==> src/sdm_defs.svh <==
/*
  Constants of the synchronous DRAM setup block: widths, mode field
  positions, reset values and the register map of the AXI4-Lite slave.
  Assumes it is included by its bare name, once per compilation unit.
*/
`ifndef SDM_DEFS_SVH
`define SDM_DEFS_SVH

// Pin and storage widths.
`define SDM_ADDR_W      13
`define SDM_COL_W       11
`define SDM_DQ_W        16
`define SDM_MODE_W      13
`define SDM_AXI_AW      8

// Mode field positions.
`define SDM_M_BL_LSB    0
`define SDM_M_BL_MSB    2
`define SDM_M_ORDER     3
`define SDM_M_LAT_LSB   4
`define SDM_M_LAT_MSB   6
`define SDM_M_OPM_LSB   7
`define SDM_M_OPM_MSB   8
`define SDM_M_WB        9
`define SDM_A_PRE_ALL   10

// Mode field encodings.
`define SDM_BL_1        3'h0
`define SDM_BL_2        3'h1
`define SDM_BL_4        3'h2
`define SDM_BL_8        3'h3
`define SDM_BL_PAGE     3'h7
`define SDM_LAT_2       3'h2
`define SDM_LAT_3       3'h3
`define SDM_OPM_NORMAL  2'h0

// Page sizes, as column masks, per organisation.
`define SDM_ORG_X4      2'h0
`define SDM_ORG_X8      2'h1
`define SDM_PAGE_X4     11'h7FF
`define SDM_PAGE_X8     11'h3FF
`define SDM_PAGE_X16    11'h1FF

// Reset values and the refresh count limit.
`define SDM_MODE_RST    13'h0000
`define SDM_ORG_RST     2'h2
`define SDM_REF_MAX     4'hF

// Register map and fields.
`define SDM_REG_CTRL    8'h00
`define SDM_REG_STATUS  8'h04
`define SDM_REG_MODE    8'h08
`define SDM_CTRL_ORG_LSB 0
`define SDM_CTRL_ORG_MSB 1
`define SDM_ST_LOADED   0
`define SDM_ST_BURST    1
`define SDM_ST_PRE_ALL  2
`define SDM_ST_REF_LSB  3
`define SDM_ST_REF_MSB  6
`define SDM_ST_RSV      7
`define SDM_ST_OE       8
`define SDM_RESP_OKAY   2'h0
`define SDM_RESP_SLVERR 2'h2

`endif

==> src/sdm_pkg.sv <==
/*
  Types of the synchronous DRAM setup block: commands, burst states, the
  command pin group and the packed state of the core.
  Assumes sdm_defs.svh is reachable on the include path.
*/
`include "sdm_defs.svh"

package sdm_pkg;

  // Command code formed from the row, column and write strobes.
  typedef enum logic [2:0] {
    SDM_CMD_LOAD_SETUP = 3'b000,
    SDM_CMD_REFRESH    = 3'b001,
    SDM_CMD_PRECHARGE  = 3'b010,
    SDM_CMD_ACTIVATE   = 3'b011,
    SDM_CMD_WRITE      = 3'b100,
    SDM_CMD_READ       = 3'b101,
    SDM_CMD_TERMINATE  = 3'b110,
    SDM_CMD_NOP        = 3'b111
  } sdm_cmd_e;

  // Burst engine state.
  typedef enum logic [1:0] {
    SDM_B_IDLE  = 2'b00,
    SDM_B_READ  = 2'b01,
    SDM_B_WRITE = 2'b10
  } sdm_burst_e;

  // Command, bank and address pins as sampled together.
  typedef struct packed {
    logic                   cke;
    logic                   cs_n;
    logic                   ras_n;
    logic                   cas_n;
    logic                   we_n;
    logic                   bank_select_high;
    logic                   bank_select_low;
    logic [`SDM_ADDR_W-1:0] addr;
  } sdm_pins_s;

  // Whole state of the core.
  typedef struct packed {
    sdm_pins_s                      pin1;
    sdm_pins_s                      pin2;
    logic [`SDM_DQ_W-1:0]           dq1;
    logic [`SDM_DQ_W-1:0]           dq2;
    logic [`SDM_MODE_W-1:0]         mode;
    logic                           loaded;
    logic                           pre_all;
    logic                           rsv_seen;
    logic [3:0]                     ref_cnt;
    logic [1:0]                     org;
    sdm_burst_e                     burst;
    logic                           single;
    logic [`SDM_COL_W-1:0]          start;
    logic [`SDM_COL_W-1:0]          cnt;
    logic [`SDM_COL_W-1:0]          col;
    logic                           arr_rd;
    logic                           arr_wr;
    logic [`SDM_DQ_W-1:0]           wdata;
    logic [1:0]                     pv;
    logic [1:0][`SDM_DQ_W-1:0]      pd;
    logic                           oe;
    logic [`SDM_DQ_W-1:0]           dqo;
    logic                           aw_got;
    logic                           w_got;
    logic [`SDM_AXI_AW-1:0]         aw_addr;
    logic [31:0]                    w_data;
    logic [3:0]                     w_strb;
    logic                           bvalid;
    logic [1:0]                     bresp;
    logic                           rvalid;
    logic [1:0]                     rresp;
    logic [31:0]                    rdata;
  } sdm_state_s;

endpackage

==> src/sdm_col_order.sv <==
/*
  Column order generator: gives the column of one burst element from the
  start column, the element count, the burst length and the burst type.
  Assumes a purely combinational use by the setup core.
*/
`include "sdm_defs.svh"
`timescale 1ns/100ps
`default_nettype none

module sdm_col_order #(
  parameter int COL_W = `SDM_COL_W
) (
  // Burst description.
  input  wire logic [COL_W-1:0] start_i,
  input  wire logic [COL_W-1:0] count_i,
  input  wire logic [2:0]       bl_code_i,
  input  wire logic             interleave_i,
  input  wire logic [COL_W-1:0] page_mask_i,
  // Resulting column.
  output logic      [COL_W-1:0] col_o
);

  logic [COL_W-1:0] low_m;
  logic             use_xor;

  // Upper bits pick the block, low bits wrap inside it.
  always_comb begin
    unique case (bl_code_i)
      `SDM_BL_2:    low_m = COL_W'(1);
      `SDM_BL_4:    low_m = COL_W'(3);
      `SDM_BL_8:    low_m = COL_W'(7);
      `SDM_BL_PAGE: low_m = page_mask_i;
      default:      low_m = '0;
    endcase
    // Page bursts always count upwards.
    use_xor = interleave_i && (bl_code_i != `SDM_BL_PAGE);
    col_o   = (start_i & ~low_m)
            | ((use_xor ? (start_i ^ count_i)
                        : (start_i + count_i)) & low_m);
  end

endmodule

`default_nettype wire

==> src/sdm_mode_core.sv <==
/*
  Setup and burst core of a four-bank synchronous DRAM: command decode,
  setup register load, column order, read latency and data pin drive,
  plus an AXI4-Lite slave for organisation and status.
  Assumes pins arrive asynchronously and the array answers reads within
  the cycle in which the column is presented.
*/
`include "sdm_defs.svh"
`timescale 1ns/100ps
`default_nettype none

module sdm_mode_core import sdm_pkg::*; #(
  parameter int DQ_W = `SDM_DQ_W
) (
  // Clock and reset.
  input  wire  logic                   aclk,
  input  wire  logic                   aresetn,
  // AXI4-Lite write channels.
  input  wire  logic [`SDM_AXI_AW-1:0] s_axi_awaddr,
  input  wire  logic                   s_axi_awvalid,
  output logic                         s_axi_awready,
  input  wire  logic [31:0]            s_axi_wdata,
  input  wire  logic [3:0]             s_axi_wstrb,
  input  wire  logic                   s_axi_wvalid,
  output logic                         s_axi_wready,
  output logic [1:0]                   s_axi_bresp,
  output logic                         s_axi_bvalid,
  input  wire  logic                   s_axi_bready,
  // AXI4-Lite read channels.
  input  wire  logic [`SDM_AXI_AW-1:0] s_axi_araddr,
  input  wire  logic                   s_axi_arvalid,
  output logic                         s_axi_arready,
  output logic [31:0]                  s_axi_rdata,
  output logic [1:0]                   s_axi_rresp,
  output logic                         s_axi_rvalid,
  input  wire  logic                   s_axi_rready,
  // Command, bank and address pins.
  input  wire  sdm_pins_s              pins_i,
  // Data pins.
  input  wire  logic [DQ_W-1:0]        dq_i,
  output logic [DQ_W-1:0]              dq_o,
  output logic                         dq_oe,
  // Array side.
  output logic [`SDM_COL_W-1:0]        arr_col,
  output logic                         arr_rd,
  output logic                         arr_wr,
  output logic [DQ_W-1:0]              arr_wdata,
  input  wire  logic [DQ_W-1:0]        arr_rdata
);

  sdm_state_s q;
  sdm_state_s d;

  sdm_cmd_e              cmd;
  logic                  cmd_ok;
  logic                  is_rw;
  logic                  bank_zero;
  logic                  load_ok;
  logic [2:0]            bl_code;
  logic [2:0]            lat_code;
  logic [1:0]            opm_code;
  logic                  order_il;
  logic                  wr_single_mode;
  logic                  lat3;
  logic                  bl_full;
  logic                  bl_rsv;
  logic [`SDM_COL_W-1:0] page_mask;
  logic [`SDM_COL_W-1:0] col_in;
  logic [`SDM_COL_W-1:0] len_m1;
  logic                  last;
  logic [`SDM_COL_W-1:0] nstart;
  logic [`SDM_COL_W-1:0] ncnt;
  logic [`SDM_COL_W-1:0] next_col;

  // A command counts only with clock enable high and chip select low.
  assign cmd_ok    = q.pin2.cke && !q.pin2.cs_n;
  assign cmd       = cmd_ok ? sdm_cmd_e'({q.pin2.ras_n, q.pin2.cas_n,
                                          q.pin2.we_n})
                            : SDM_CMD_NOP;
  assign is_rw     = (cmd == SDM_CMD_READ) || (cmd == SDM_CMD_WRITE);
  assign bank_zero = !q.pin2.bank_select_high
                  && !q.pin2.bank_select_low;
  assign load_ok   = (cmd == SDM_CMD_LOAD_SETUP) && bank_zero;

  // Fields of the stored setup word.
  assign bl_code        = q.mode[`SDM_M_BL_MSB:`SDM_M_BL_LSB];
  assign order_il       = q.mode[`SDM_M_ORDER];
  assign lat_code       = q.mode[`SDM_M_LAT_MSB:`SDM_M_LAT_LSB];
  assign opm_code       = q.mode[`SDM_M_OPM_MSB:`SDM_M_OPM_LSB];
  assign wr_single_mode = q.mode[`SDM_M_WB];
  assign lat3           = (lat_code == `SDM_LAT_3);
  assign bl_full        = (bl_code == `SDM_BL_PAGE);
  assign bl_rsv         = (bl_code > `SDM_BL_8) && !bl_full;

  // Page size and the column address layout follow the organisation.
  always_comb begin
    unique case (q.org)
      `SDM_ORG_X4: begin
        page_mask = `SDM_PAGE_X4;
        col_in    = {q.pin2.addr[11], q.pin2.addr[9:0]};
      end
      `SDM_ORG_X8: begin
        page_mask = `SDM_PAGE_X8;
        col_in    = {1'b0, q.pin2.addr[9:0]};
      end
      default: begin
        page_mask = `SDM_PAGE_X16;
        col_in    = {2'b00, q.pin2.addr[8:0]};
      end
    endcase
  end

  // Element count minus one for fixed lengths; reserved codes act as one.
  always_comb begin
    unique case (bl_code)
      `SDM_BL_2: len_m1 = `SDM_COL_W'(1);
      `SDM_BL_4: len_m1 = `SDM_COL_W'(3);
      `SDM_BL_8: len_m1 = `SDM_COL_W'(7);
      default:   len_m1 = '0;
    endcase
  end

  // A fixed burst ends on its last element, a page burst never does.
  assign last   = (q.burst != SDM_B_IDLE) && !bl_full
               && (q.single || (q.cnt == len_m1));
  assign nstart = is_rw ? col_in : q.start;
  assign ncnt   = is_rw ? '0 : q.cnt + `SDM_COL_W'(1);

  // Column of the element issued in the next cycle.
  sdm_col_order #(
    .COL_W        (`SDM_COL_W)
  ) u_order (
    .start_i      (nstart),
    .count_i      (ncnt),
    .bl_code_i    (bl_code),
    .interleave_i (order_il),
    .page_mask_i  (page_mask),
    .col_o        (next_col)
  );

  // Next state of the whole core.
  always_comb begin
    logic [31:0] st;
    st = '0;
    d  = q;

    // Pins pass two flip-flops before anything reads them.
    d.pin1 = pins_i;
    d.pin2 = q.pin1;
    d.dq1  = dq_i;
    d.dq2  = q.dq1;

    // Setup load: stores the word, stops any burst, releases the pins.
    if (load_ok) begin
      d.mode     = q.pin2.addr;
      d.loaded   = 1'b1;
      d.rsv_seen = q.rsv_seen
                || (q.pin2.addr[`SDM_M_BL_MSB:`SDM_M_BL_LSB] > `SDM_BL_8
                    && q.pin2.addr[`SDM_M_BL_MSB:`SDM_M_BL_LSB]
                       != `SDM_BL_PAGE)
                || (q.pin2.addr[`SDM_M_LAT_MSB:`SDM_M_LAT_LSB] != `SDM_LAT_2
                    && q.pin2.addr[`SDM_M_LAT_MSB:`SDM_M_LAT_LSB]
                       != `SDM_LAT_3)
                || (q.pin2.addr[`SDM_M_OPM_MSB:`SDM_M_OPM_LSB]
                    != `SDM_OPM_NORMAL);
    end

    // Progress markers of the start-up sequence.
    if ((cmd == SDM_CMD_PRECHARGE) && q.pin2.addr[`SDM_A_PRE_ALL]) begin
      d.pre_all = 1'b1;
    end
    if ((cmd == SDM_CMD_REFRESH) && (q.ref_cnt != `SDM_REF_MAX)) begin
      d.ref_cnt = q.ref_cnt + 4'h1;
    end

    // Burst engine: a new access wins, then stop, then natural end.
    if (cmd == SDM_CMD_READ) begin
      d.burst = SDM_B_READ;
    end else if (cmd == SDM_CMD_WRITE) begin
      d.burst = SDM_B_WRITE;
    end else if (load_ok || (cmd == SDM_CMD_TERMINATE) || last) begin
      d.burst = SDM_B_IDLE;
    end
    if (is_rw) begin
      d.single = (cmd == SDM_CMD_WRITE) && wr_single_mode;
    end
    d.start  = nstart;
    d.cnt    = ncnt;
    d.col    = next_col;
    d.arr_rd = (d.burst == SDM_B_READ);
    d.arr_wr = (d.burst == SDM_B_WRITE);
    d.wdata  = q.dq2;

    // Read data pipeline, flushed by a setup load.
    d.pv[0] = q.arr_rd && !load_ok;
    d.pd[0] = arr_rdata;
    d.pv[1] = q.pv[0] && !load_ok;
    d.pd[1] = q.pd[0];

    // Pins driven one cycle ahead of the data of latency m.
    if (lat3) begin
      d.oe  = d.pv[0] || d.pv[1];
      d.dqo = d.pd[1];
    end else begin
      d.oe  = d.arr_rd || d.pv[0];
      d.dqo = d.pd[0];
    end

    // Write response retires before a new write is taken.
    if (q.bvalid && s_axi_bready) begin
      d.bvalid = 1'b0;
    end
    if (s_axi_awvalid && s_axi_awready) begin
      d.aw_got  = 1'b1;
      d.aw_addr = s_axi_awaddr;
    end
    if (s_axi_wvalid && s_axi_wready) begin
      d.w_got  = 1'b1;
      d.w_data = s_axi_wdata;
      d.w_strb = s_axi_wstrb;
    end

    // Both halves present: apply the write and answer.
    if (d.aw_got && d.w_got) begin
      d.aw_got = 1'b0;
      d.w_got  = 1'b0;
      d.bvalid = 1'b1;
      d.bresp  = `SDM_RESP_OKAY;
      unique case (d.aw_addr)
        `SDM_REG_CTRL: begin
          if (d.w_strb[0]) begin
            d.org = d.w_data[`SDM_CTRL_ORG_MSB:`SDM_CTRL_ORG_LSB];
          end
        end
        `SDM_REG_STATUS, `SDM_REG_MODE: d.bresp = `SDM_RESP_OKAY;
        default: d.bresp = `SDM_RESP_SLVERR;
      endcase
    end

    // Status word of the core.
    st[`SDM_ST_LOADED]                    = q.loaded;
    st[`SDM_ST_BURST]                     = (q.burst != SDM_B_IDLE);
    st[`SDM_ST_PRE_ALL]                   = q.pre_all;
    st[`SDM_ST_REF_MSB:`SDM_ST_REF_LSB]   = q.ref_cnt;
    st[`SDM_ST_RSV]                       = q.rsv_seen;
    st[`SDM_ST_OE]                        = q.oe;

    // Read channel: one read in flight, answered the next cycle.
    if (s_axi_arvalid && s_axi_arready) begin
      d.rvalid = 1'b1;
      d.rresp  = `SDM_RESP_OKAY;
      unique case (s_axi_araddr)
        `SDM_REG_CTRL:   d.rdata = {30'h0, q.org};
        `SDM_REG_STATUS: d.rdata = st;
        `SDM_REG_MODE:   d.rdata = {19'h0, q.mode};
        default: begin
          d.rdata = 32'h0000_0000;
          d.rresp = `SDM_RESP_SLVERR;
        end
      endcase
    end else if (q.rvalid && s_axi_rready) begin
      d.rvalid = 1'b0;
    end
  end

  // State register with synchronous reset.
  always_ff @(posedge aclk) begin
    if (!aresetn) begin
      q      <= '0;
      q.org  <= `SDM_ORG_RST;
      q.mode <= `SDM_MODE_RST;
    end else begin
      q <= d;
    end
  end

  // Bus handshakes and registered outputs.
  assign s_axi_awready = !q.aw_got && !q.bvalid;
  assign s_axi_wready  = !q.w_got && !q.bvalid;
  assign s_axi_bvalid  = q.bvalid;
  assign s_axi_bresp   = q.bresp;
  assign s_axi_arready = !q.rvalid;
  assign s_axi_rvalid  = q.rvalid;
  assign s_axi_rdata   = q.rdata;
  assign s_axi_rresp   = q.rresp;
  assign dq_o          = q.dqo;
  assign dq_oe         = q.oe;
  assign arr_col       = q.col;
  assign arr_rd        = q.arr_rd;
  assign arr_wr        = q.arr_wr;
  assign arr_wdata     = q.wdata;

endmodule

`default_nettype wire

==> config.mk <==
export PLATFORM = sky130hd
export DESIGN_NAME = sdm_mode_core
export DESIGN_NICKNAME = d
export VERILOG_FILES = /design/src/sdm_pkg.sv /design/src/sdm_col_order.sv /design/src/sdm_mode_core.sv
export VERILOG_INCLUDE_DIRS = /design/src
export SDC_FILE = /design/constraint.sdc
export NUM_CORES = 1
export LEC_CHECK = 0
export BUFFER_PORTS_ARGS = -buffer_cell sky130_fd_sc_hd__buf_4
export CAP_MARGIN = 20
export CORE_UTILIZATION = 42
export CTS_BUF_LIST = sky130_fd_sc_hd__clkbuf_4 sky130_fd_sc_hd__clkbuf_8
export DETAILED_ROUTE_END_ITERATION = 7
export HOLD_SLACK_MARGIN = 0.06
export SYNTH_ARGS = -nofsm -noshare
export SYNTH_HDL_FRONTEND = slang
export SYNTH_SLANG_ARGS = --single-unit
==> constraint.sdc <==
create_clock -name aclk -period 3.8 [get_ports aclk]
set_clock_uncertainty 0.05 [all_clocks]
set_input_delay 0.76 -clock aclk [delete_from_list [all_inputs] [get_ports aclk]]
set_output_delay 0.76 -clock aclk [all_outputs]
set_load 0.02 [all_outputs]
* After elaboration in Yosys (flattened, before gate mapping) *
Cells that the tools add are included.

word-level totals
  register bits = 236
  word-level logic and storage cells = 154

operators by class
  eq/ne operators = 23
  bitwise logic cells = 6
  order comparisons = 1
  reductions and logical operators = 51
  mux-type cells = 23
  add/sub/neg operators = 3

operator list
  kind                                                 number
  case mux 11 bit (2 select lines)                     2
  case mux 11 bit (4 select lines)                     1
  case mux 13 bit (3 select lines)                     1
  2-to-1 mux 11 bit                                    3
  bitwise AND 11 bit                                   2
  logical AND 1 bit                                    21
  2-to-1 mux 17 bit                                    1
  equality test 8 x 3 -> 1 bit, second input constant  2
  equality test 8 x 4 -> 1 bit, second input constant  2
  logical NOT 8 bit                                    2
  equality test 3 x 2 -> 1 bit, second input constant  4
  equality test 3 bit, second input constant           4
  adder 11 x 1 -> 11 bit, second input constant        1
  adder 11 bit                                         1
  equality test 11 bit                                 1
  NOT 11 bit                                           1
  OR 11 bit                                            1
  bitwise XOR 11 bit                                   1
  2-to-1 mux 2 bit                                     5
  logical NOT 1 bit                                    9
  logical OR 1 bit                                     9
  case mux 3 bit (3 select lines)                      1
  2-to-1 mux 8 bit                                     1
  nonzero test 2 bit                                   4
  17 further kinds                                     27

* Logic depth before layout (Yosys ltp) *
Gate-level depths: netlist of the first run.

  depth after elaboration = 13
  mapped depth = 13

* By module *
From an unflattened synthesis of the first run, not the netlist that was laid out.

unflattened totals
  cell total of the unflattened synthesis = 916
  area, all modules = 8509.4 µm²

by module, submodules not included
  module         area each (µm²)  times used  cells each
  sdm_mode_core  7778.7           1           811
  sdm_col_order  730.7            1           105

* Worst setup path before layout of the first run *
OpenSTA, ideal clock, no wires.

  path kind = flip-flop to flip-flop
  start point = register q[259] in the netlist's numbering
  end point = register q, in the netlist arr_col[10]
  path slack = 702 ps
  data arrival time = 2925 ps
  data required time = 3627 ps
  cell stages (with the launch flop) = 13
  clock period less this slack = 3098 ps
  setup time = 123 ps
  cell sequence = dfxtp_1 -> nand4bb_1 -> buf_6 -> clkbuf_1 -> mux2i_1 -> inv_1 -> fa_1 -> a211oi_1 -> o21ai_0 -> a21oi_1 -> nor4_1 -> o211ai_1 -> mux2_1

RTL lines
  element      RTL line             text
  from (decl)  sdm_mode_core.sv:51  sdm_state_s q;

==> results of run 1 <==
-- sequential cells by signal, summed over array words and instances, names as in the netlist, 2 cells and up --
register,cells
arr_col,11
arr_wdata,16
bl_code,3
d,68
dq_o,16
lat_code,3
opm_code,2
q,72
s_axi_rdata,13
-- per-stage QoR --
step                total power, uW  cell area, um^2
floorplan                      2620             8500
global route                   4970             9970
CTS                            4820             9970
finish                         4730             9970
global placement               2720             9220
detailed placement             2720             9220
-- cell usage in the layout (no fill, tap or decap), types with 11 or more instances in the layout --
cell type  count
clkbuf_4      13
clkbuf_8      47
ha_1          12
conb_1        21
nor2b_1       30
a21oi_1       27
dfxtp_1      212
nor3_1        14
a21boi_0      40
nor2_1        28
a22oi_1       11
buf_4        155
and2_1       126
nand2_1      117
inv_1         17
o21ai_0       16
mux2i_1       13
-- per-layer routing --
metal	vias to the layer above	GRT usage, %
met5	-	0
met1	2550	21.3
met3	30	3.87
li1	3027	-
met4	0	6.55
met2	167	24.8
-- how the worst min path moves through the flow --
stage,start,to,slack [ns],cells after the start
final,d[255],q[255],0.38,1
after global routing,dq_i[12],d[223],0.37,2
after CTS,dq_i[14],d[225],0.37,2
after detailed placement,d[243],q[243],0.37,1
after global placement,d[218],d[142],0.36,1
after floorplan,d[135],arr_wdata[0],0.36,1
-- worst register-to-register path: stages (launching register included) --
cell and delay, ns:
dfxtp_1 0.33, nor2b_1 0.17, and3b_1 0.55, nor2_1 0.12
ha_1 0.24, fa_1 0.42, a211oi_1 0.34, o21ai_0 0.21
a21oi_1 0.21, nor4_1 0.07, o211ai_1 0.20, mux2_1 0.34
-- power by group through the flow --
stage / Combinational (uW) / Clock, uW / Sequential (uW)
after CTS: 334 / 2150 / 2340
after global routing: 367 / 2250 / 2350
final: 329 / 2060 / 2340
after global placement: 331 / 0 / 2390
after detailed placement: 333 / 0 / 2390
after floorplan: 241 / 0 / 2380
-- logic make-up (layout without fill, tap and decap cells) --
logic type	Yosys count	after routing	synth area share (%)
flip-flops	212	212	50.3
AND/OR/NAND/NOR	367	367	23.3
XOR/XNOR	13	13	1.35
adder cells (fa/ha/maj)	14	14	2.14
buffers and inverters	140	233	9.99
other	1	21	0.0445
AO/OA/AOI/OAI	132	132	10.7
multiplexers	17	17	2.08
-- area by class of cell --
| cell class | count | area share, % |
|---|---|---|
| Clock buffer | 60 | 7.46 |
| Timing Repair Buffer | 155 | 11.7 |
| Inverter | 17 | 0.640 |
| Tap cell | 265 | 3.32 |
| Sequential cell | 212 | 42.6 |
| Multi-Input combinational cell | 564 | 34.3 |
| Clock inverter | 1 | 0.0753 |
==> impl_metrics.yaml, run 1 <==
outcome:
  status: "completed"
drt:
  route.antenna.remaining_nets: 0
  routedWlPerCell_um: 12.8
  highest_layer: "met4"
  vias_per_cell: 4.53
  drt-met1-wl_um: 7940
  vias: 5774
  drt-pass1-iter-count: 4
  drt_iter0_drc: 267
  met2_length_um: 7060
  drc_errors: 0
  drt-total-wl_um: 16300
  routed-wl-met3_um: 945
die:
  die_h_um: 144
  initial_utilization_pct: 43.0
  rows: 51
  ioPinCount: 198
  die_area_um2: 20600
  die_w_um: 144
  core-area_um2: 19600
worst_setup_path:
  cp_slowest_cell: "and3b_1"
  critPathCapture: "arr_col[10]"
  rrSetupSlack_ns: 0.45
  rr_startpoint: "q[262]"
  critPathLaunchType: "register"
  worstPathCellList: "nor2b_1 > and3b_1 > nor2_1 > ha_1 > fa_1 > a211oi_1 > o21ai_0 > a21oi_1 > nor4_1 > o211ai_1 > mux2_1"
  endpoint_kind: "register"
  max_stage_delay_ns: 0.55
  worstReg2RegEnd: "arr_col[10]"
  reg2reg_depth: 11
  path_buf_inv: 0
  arrival_ns: 3.70
  critPathLaunch: "q[262]"
  crit_required_ns: 4.15
  crit_family: "compound AO/OA/AOI/OAI gates"
  path_max_fanout: 16
  critPathKind: "reg2reg"
  cp.depth: 11
sta:
  drv_slew: 0
  period_minus_slack_ns: 3.35
  hold_viol: 0
  holdWs_ns: 0.379
  setup_viol: 0
  max_freq_mhz: 299
  max_slew_margin_pct: 35.4
  rsz0062_at_grt: "no"
  layout_setup_ws_ns: 0.450
  fin_setup_tns_ns: 0
  tightest_slew_ns: 0.969
  fin_crit_sh_pct: 88.2
pwr:
  p_leak_uw: 0.00444
  combPwrFrac_pct: 7.0
  pwr-share-clk_pct: 43.6
  p_int_uw: 3690
  p_seq_share_pct: 49.4
  power.density_nw_per_um2: 475
  vdd_drop_max_v: 0.000230
  switching_power_uw: 1040
  p_sw_share_pct: 22.0
synth:
  synthArstFlopShare_pct: 0
  synth.distinct_cells: 70
  synth.largest_area_cell: "dfxtp_1"
  yosys_register_bits: 212
  yosys-top-cells-count: "dfxtp_1 (212), and2_1 (126), nand2_1 (117), buf_4 (79)"
  yosysTopAreaCellShare_pct: 50.3
  synth_most_common_cell: "dfxtp_1"
  yosysWarnings: 0
  synthesis.area_um2: 8430
  synthTopCellsByArea: "dfxtp_1 (50%), and2_1 (9.4%), buf_4 (7.0%), nand2_1 (5.2%), a21boi_0 (3.6%)"
  ys_seq_area_share_pct: 50.3
  synth_edf_count: 0
  synthFlopType: "dfxtp_1"
  syn_inst: 896
  postSynthAreaPerCell_um2: 9.41
clock_network:
  clock_sinks: 212
  ctsHtreeMaxLevel: 2
  cts_buffers: 37
  clock_path_buffers: 3
  cts_root_buffer: "clkbuf_8"
  cts_tree: "built"
  postCtsHoldBufs: 0
  post_cts_buffers: 0
  clkTransAtPathRegs_ns: 0.06
  cts_resized: 0
  clock_latency_ns: 0.51
global_routing:
  grt_pass1_wl_um: 26100
  grt_pass1_vias: 5339
  gr-usage-all-layers_pct: 16.0
  antenna_found_initial: 0
  grt_max_degree: 133
  overflow: 0
place:
  gp_congestion: 0.808
  place_ws_ns: 0.426
  portBuffers: 143
  hpwlAfterDp_um: 11300
  placedCellCount: 1213
final_layout:
  multi_input_area_um2: 3420
  fillers: 1826
  stdcell_count: 1274
  area_growth_pct: 18.3
  final_nets: 1111
  drive_gt1_share_pct: 22.8
  n_antenna_cell: 0
  regArea_um2: 4240
  final_core_utilization_pct: 50.9
worst_hold_path:
  min_path_type: "reg2reg"
job:
  max_cap_violations: 0
(Power assumes the default switching activity.)
==> inputs of run 2 (changes only) <==
Settings changed: BUFFER_PORTS_ARGS -buffer_cell sky130_fd_sc_hd__buf_4 to default, DONT_BUFFER_PORTS from default to 1.
==> run 2 against run 1 <==
Effect of this change: sequential power is essentially flat; sequential share of layout area grew 5.0 points; die area is the same; non-clock buffer count shrank 146; global-route usage shrank 0.29 points; critical endpoint unchanged; largest cell class unchanged; highest routed layer unchanged.
==> impl_metrics.yaml, run 2 (synthesis results as in run 1) <==
global_routing:
  grt_pass1_vias: 5061
  antenna_found_initial: 0
  overflow: 0
  grt_max_degree: 215
  gr-usage-all-layers_pct: 15.7
  grt_pass1_wl_um: 25500
worst_setup_path:
  path_max_fanout: 7
  arrival_ns: 3.55
  crit_required_ns: 4.15
  critPathLaunchType: "register"
  critPathKind: "reg2reg"
  endpoint_kind: "register"
sta:
  hold_viol: 0
  rsz0062_at_grt: "no"
  fin_crit_sh_pct: 84.2
  period_minus_slack_ns: 3.20
  holdWs_ns: 0.317
  max_freq_mhz: 312
  tightest_slew_ns: 0.576
  max_slew_margin_pct: 61.1
  fin_setup_tns_ns: 0
  drv_slew: 0
  setup_viol: 0
drt:
  drt-pass1-iter-count: 4
  drt_iter0_drc: 270
  vias: 5415
  vias_per_cell: 4.79
  drc_errors: 0
  routedWlPerCell_um: 14.1
  drt-total-wl_um: 16000
  route.antenna.remaining_nets: 0
clock_network:
  cts_resized: 0
  clock_sinks: 212
  cts_tree: "built"
  clkTransAtPathRegs_ns: 0.06
  post_cts_buffers: 0
  ctsHtreeMaxLevel: 2
  cts_root_buffer: "clkbuf_8"
  cts_buffers: 36
  postCtsHoldBufs: 0
  clock_path_buffers: 3
  clock_latency_ns: 0.51
final_layout:
  largest-register: "q"
  final_cell_area_um2: 8920
  stdcell_count: 1130
  final_nets: 964
  drive_gt1_share_pct: 9.94
  final_common_cell: "dfxtp_1"
  largest_reg_flops: 72
  n_antenna_cell: 0
  final_cell_mix: "dfxtp_1 (212), and2_1 (126), nand2_1 (117)"
  area_growth_pct: 5.80
die:
  rows: 51
  core-area_um2: 19600
  initial_utilization_pct: 43.0
  ioPinCount: 198
  die_w_um: 144
  die_area_um2: 20600
  die_h_um: 144
place:
  hpwlAfterDp_um: 10700
  portBuffers: 0
  placed_area_um2: 8130
  placedCellCount: 1067
  gp_congestion: 0.773
pwr:
  vdd_drop_max_v: 0.000295
  p_leak_uw: 0.00373
  power.density_nw_per_um2: 532
outcome:
  status: "completed"
job:
  max_cap_violations: 0
worst_hold_path:
  min_path_type: "in2reg"
[run 2: cell count changes in the layout (fill, tap and decap cells not counted), sizes merged]
cell	before	now
bufinv	0	3
inv	17	18
clkinv	0	7
clkbuf	60	51
buf	155	9
[run 2: layer usage]
metal | wire length (um) | vias to the layer above | part of all wire, % | global-route usage [%]
met5 | 0 | - | 0 | 0
met4 | 494 | 0 | 3.1 | 7.28
li1 | - | 2742 | - | -
met3 | 1200 | 43 | 7.5 | 4.73
met1 | 7350 | 2466 | 46 | 19.8
met2 | 6920 | 164 | 43 | 24.7
[run 2: power breakdown]
part / total [uW] / internal (uW) / switching [uW]
Clock: 2200 / 1320 / 882
Combinational: 181 / 83.0 / 97.8
Sequential: 2370 / 2300 / 61.2
[run 2: final timing paths]
kind,start,end,slack [ns],cells past startpoint
setup / recovery,q[164],arr_col[10],0.60,11
hold / removal,arr_rdata[7],d[124],0.32,1
setup reg to reg,q[164],arr_col[10],0.60,11
hold reg to reg,d[137],arr_wdata[2],0.38,1
[run 2: worst max-delay path, cell delays in order, from the launching register on]
cell      delay (ns)
dfxtp_1         0.42
ha_1            0.23
nand3_2         0.15
or3_2           0.44
a21oi_1         0.20
ha_1            0.30
a21oi_1         0.18
or2b_2          0.32
a21oi_1         0.19
nor4_1          0.07
o211ai_1        0.22
mux2_1          0.33
[run 2: per-stage QoR]
stage	utilization (%)	worst slack [ns]	total power [uW]
CTS	45.5	0.582	4830
global route	45.5	0.341	4970
global placement	41.5	0.637	2590
floorplan	-	0.702	2620
detailed placement	41.5	0.573	2600
finish	45.5	0.599	4740
[run 2: area by class of cell]
cell class | instances | area, um^2
flip-flops and latches | 212 | 4240
well taps | 265 | 332
clock inverters | 12 | 141
inverters | 17 | 63.8
repair buffers | 9 | 67.6
multi-input cells | 564 | 3420
clock buffers | 51 | 652
fillers | 1923 | 10700
==> inputs of run 3 (changes only) <==
Settings changed: ABC_AREA from default to 1.
Clock period 3.8 ns to 3.05 ns, I/O delays scaled along.
==> run 3 against run 2 <==
Effect of this change: first-iteration DRC count grew 15%; maximum frequency grew 16%; combinational power grew 73%; clock power grew 24%; synthesized cell count grew 21%; critical endpoint is now arr_col[9].
==> impl_metrics.yaml, run 3 <==
global_routing:
  grt_max_degree: 155
  grt_pass1_wl_um: 27000
  gr-usage-all-layers_pct: 16.5
  grt_pass1_vias: 5517
  overflow: 0
  antenna_found_initial: 0
worst_setup_path:
  cp_slowest_cell: "dfxtp_1"
  arrival_ns: 3.16
  crit_top_cell: "nand2_1"
  rr_startpoint: "q[164]"
  crit_required_ns: 3.46
  max_stage_delay_ns: 0.40
  rrSetupSlack_ns: 0.30
  path_max_fanout: 6
  endpoint_kind: "register"
  worstPathCellList: "ha_1 > nand2_1 > nor2_1 > nand2_1 > nor2_2 > nand3_1 > inv_1 > nor3_1 > ha_2 > inv_1 > nor3_2 > nand3_1 > nand4_1 > nand2_1 > xor2_1 > a21oi_1"
  worstReg2RegEnd: "arr_col[9]"
  critPathKind: "reg2reg"
  critPathLaunchType: "register"
  reg2reg_depth: 16
synth:
  ys_seq_area_share_pct: 50.0
  syn_inst: 1085
  synthArstFlopShare_pct: 0
  synth_most_common_cell: "dfxtp_1"
  synth_top_family_by_area: "simple AND/OR/NAND/NOR gates"
  synthAdderAreaFrac_pct: 2.00
  synthSimpleGateAreaFrac_pct: 20.4
  synth_edf_count: 0
  synth.distinct_cells: 45
  synthMuxAreaShare_pct: 0.471
  synth.largest_area_cell: "dfxtp_1"
  yosys_register_bits: 212
  yosys-top-cells-count: "dfxtp_1 (212), nand2_1 (201), inv_1 (189), nor2_1 (96), buf_4 (79)"
  yosysTopAreaCellShare_pct: 50.0
  postSynthAreaPerCell_um2: 7.83
  yosysWarnings: 0
  synthTopCellsByArea: "dfxtp_1 (50%), nand2_1 (8.9%), inv_1 (8.4%), buf_4 (7.0%), nor2_1 (4.2%)"
  synthesis.area_um2: 8490
  synth-xor-area-share_pct: 0.825
  synth_compound_area_share_pct: 9.22
  synthFlopType: "dfxtp_1"
drt:
  vias_per_cell: 4.56
  drc_errors: 0
  route.antenna.remaining_nets: 0
  routedWlPerCell_um: 12.7
  vias: 6037
  drt-total-wl_um: 16900
  drt-pass1-iter-count: 7
  drt_iter0_drc: 311
clock_network:
  postCtsHoldBufs: 0
  cts_buffers: 36
  cts_resized: 0
  clock_path_buffers: 3
  ctsHtreeMaxLevel: 2
  clock_sinks: 212
  post_cts_buffers: 0
  cts_tree: "built"
  clkTransAtPathRegs_ns: 0.06
  cts_root_buffer: "clkbuf_8"
  clock_latency_ns: 0.53
sta:
  fin_setup_tns_ns: 0
  rsz0062_at_grt: "no"
  hold_viol: 0
  max_slew_margin_pct: 53.5
  fin_crit_sh_pct: 90.2
  layout_setup_ws_ns: 0.298
  drv_slew: 0
  max_freq_mhz: 363
  tightest_slew_ns: 0.697
  period_minus_slack_ns: 2.75
  setup_viol: 0
final_layout:
  final_nets: 1160
  n_antenna_cell: 0
  stdcell_count: 1325
  area_growth_pct: 6.58
  drive_gt1_share_pct: 10.9
  final_common_cell: "dfxtp_1"
  final_cell_area_um2: 9050
  final_cell_mix: "dfxtp_1 (212), nand2_1 (201), inv_1 (188)"
  largest_reg_flops: 72
  largest-register: "q"
die:
  die_h_um: 144
  die_w_um: 144
  initial_utilization_pct: 43.2
  ioPinCount: 198
  rows: 51
  core-area_um2: 19700
  die_area_um2: 20800
worst_hold_path:
  min_path_type: "in2reg"
  worstHoldStart: "arr_rdata[6]"
  min_to: "d[123]"
  whs_path_depth: 2
job:
  max_cap_violations: 0
pwr:
  power.density_nw_per_um2: 664
  total_power_uw: 6010
  vdd_drop_max_v: 0.000366
  p_leak_uw: 0.00467
outcome:
  status: "completed"
place:
  portBuffers: 0
  hpwlAfterDp_um: 11400
  placedCellCount: 1263
  placed_area_um2: 8230
  gp_congestion: 0.827
  place_ws_ns: 0.134
run 3: worst max-delay path, delay by kind of cell (launching register included):
family	cells	cell delay [ns]
buffers and inverters	2	0.18
adders and majority gates	2	0.63
DFF	1	0.40
xor gates and xnor gates	1	0.15
AOI/OAI and AO/OA	1	0.13
and+or+nand+nor	10	1.14
run 3: layer usage:
layer / wire length [um] / share of wire, % / up-vias / GRT usage, %
met5: 0 / 0 / - / 0
met4: 336 / 2.0 / 0 / 6.76
met3: 1140 / 6.8 / 38 / 4.07
met2: 7640 / 45 / 178 / 25.5
met1: 7770 / 46 / 2680 / 21.8
li1: - / - / 3141 / -
run 3: per-stage QoR:
| stage | util, % | hold slack, ns |
|---|---|---|
| CTS | 45.9 | 0.0939 |
| global placement | 41.9 | 0.342 |
| global route | 46.1 | 0.103 |
| detailed placement | 41.9 | 0.345 |
| finish | 46.1 | 0.117 |
| floorplan | - | 0.340 |
run 3: cell families (layout without fill, tap and decap cells):
family,Yosys count,after routing
AOI/OAI and AO/OA,146,146
buffers and inverters,306,261
and+or+nand+nor,395,395
other,1,21
muxes,4,4
adders and majority gates,13,13
DFF,212,212
xor gates and xnor gates,8,8
run 3: final cells by class:
cell class / count / area (um^2)
well taps: 265 / 332
inverters: 193 / 724
fillers: 2034 / 10600
clock buffers: 54 / 681
clock inverters: 8 / 103
multi-input cells: 587 / 2910
repair buffers: 6 / 57.6
flip-flops and latches: 212 / 4240
run 3: worst max-delay path by stage:
stage | from | end | slack (ns) | depth (start not counted)
2_1_floorplan | q[262] | arr_col[7] | 0.41 | 16
3_3_place_gp | q[262] | arr_col[8] | 0.19 | 16
3_5_place_dp | q[262] | arr_col[7] | 0.13 | 16
4_1_cts | q[262] | arr_col[7] | 0.13 | 16
5_1_grt | q[259] | arr_col[7] | 0.004 | 16
6_report | q[164] | arr_col[9] | 0.30 | 16
run 3: report_power, final:
group          leakage, uW  switching (uW)  internal [uW]
Combinational      0.00252             209            105
Clock             0.000413            1120           1600
Sequential         0.00174            85.0           2890
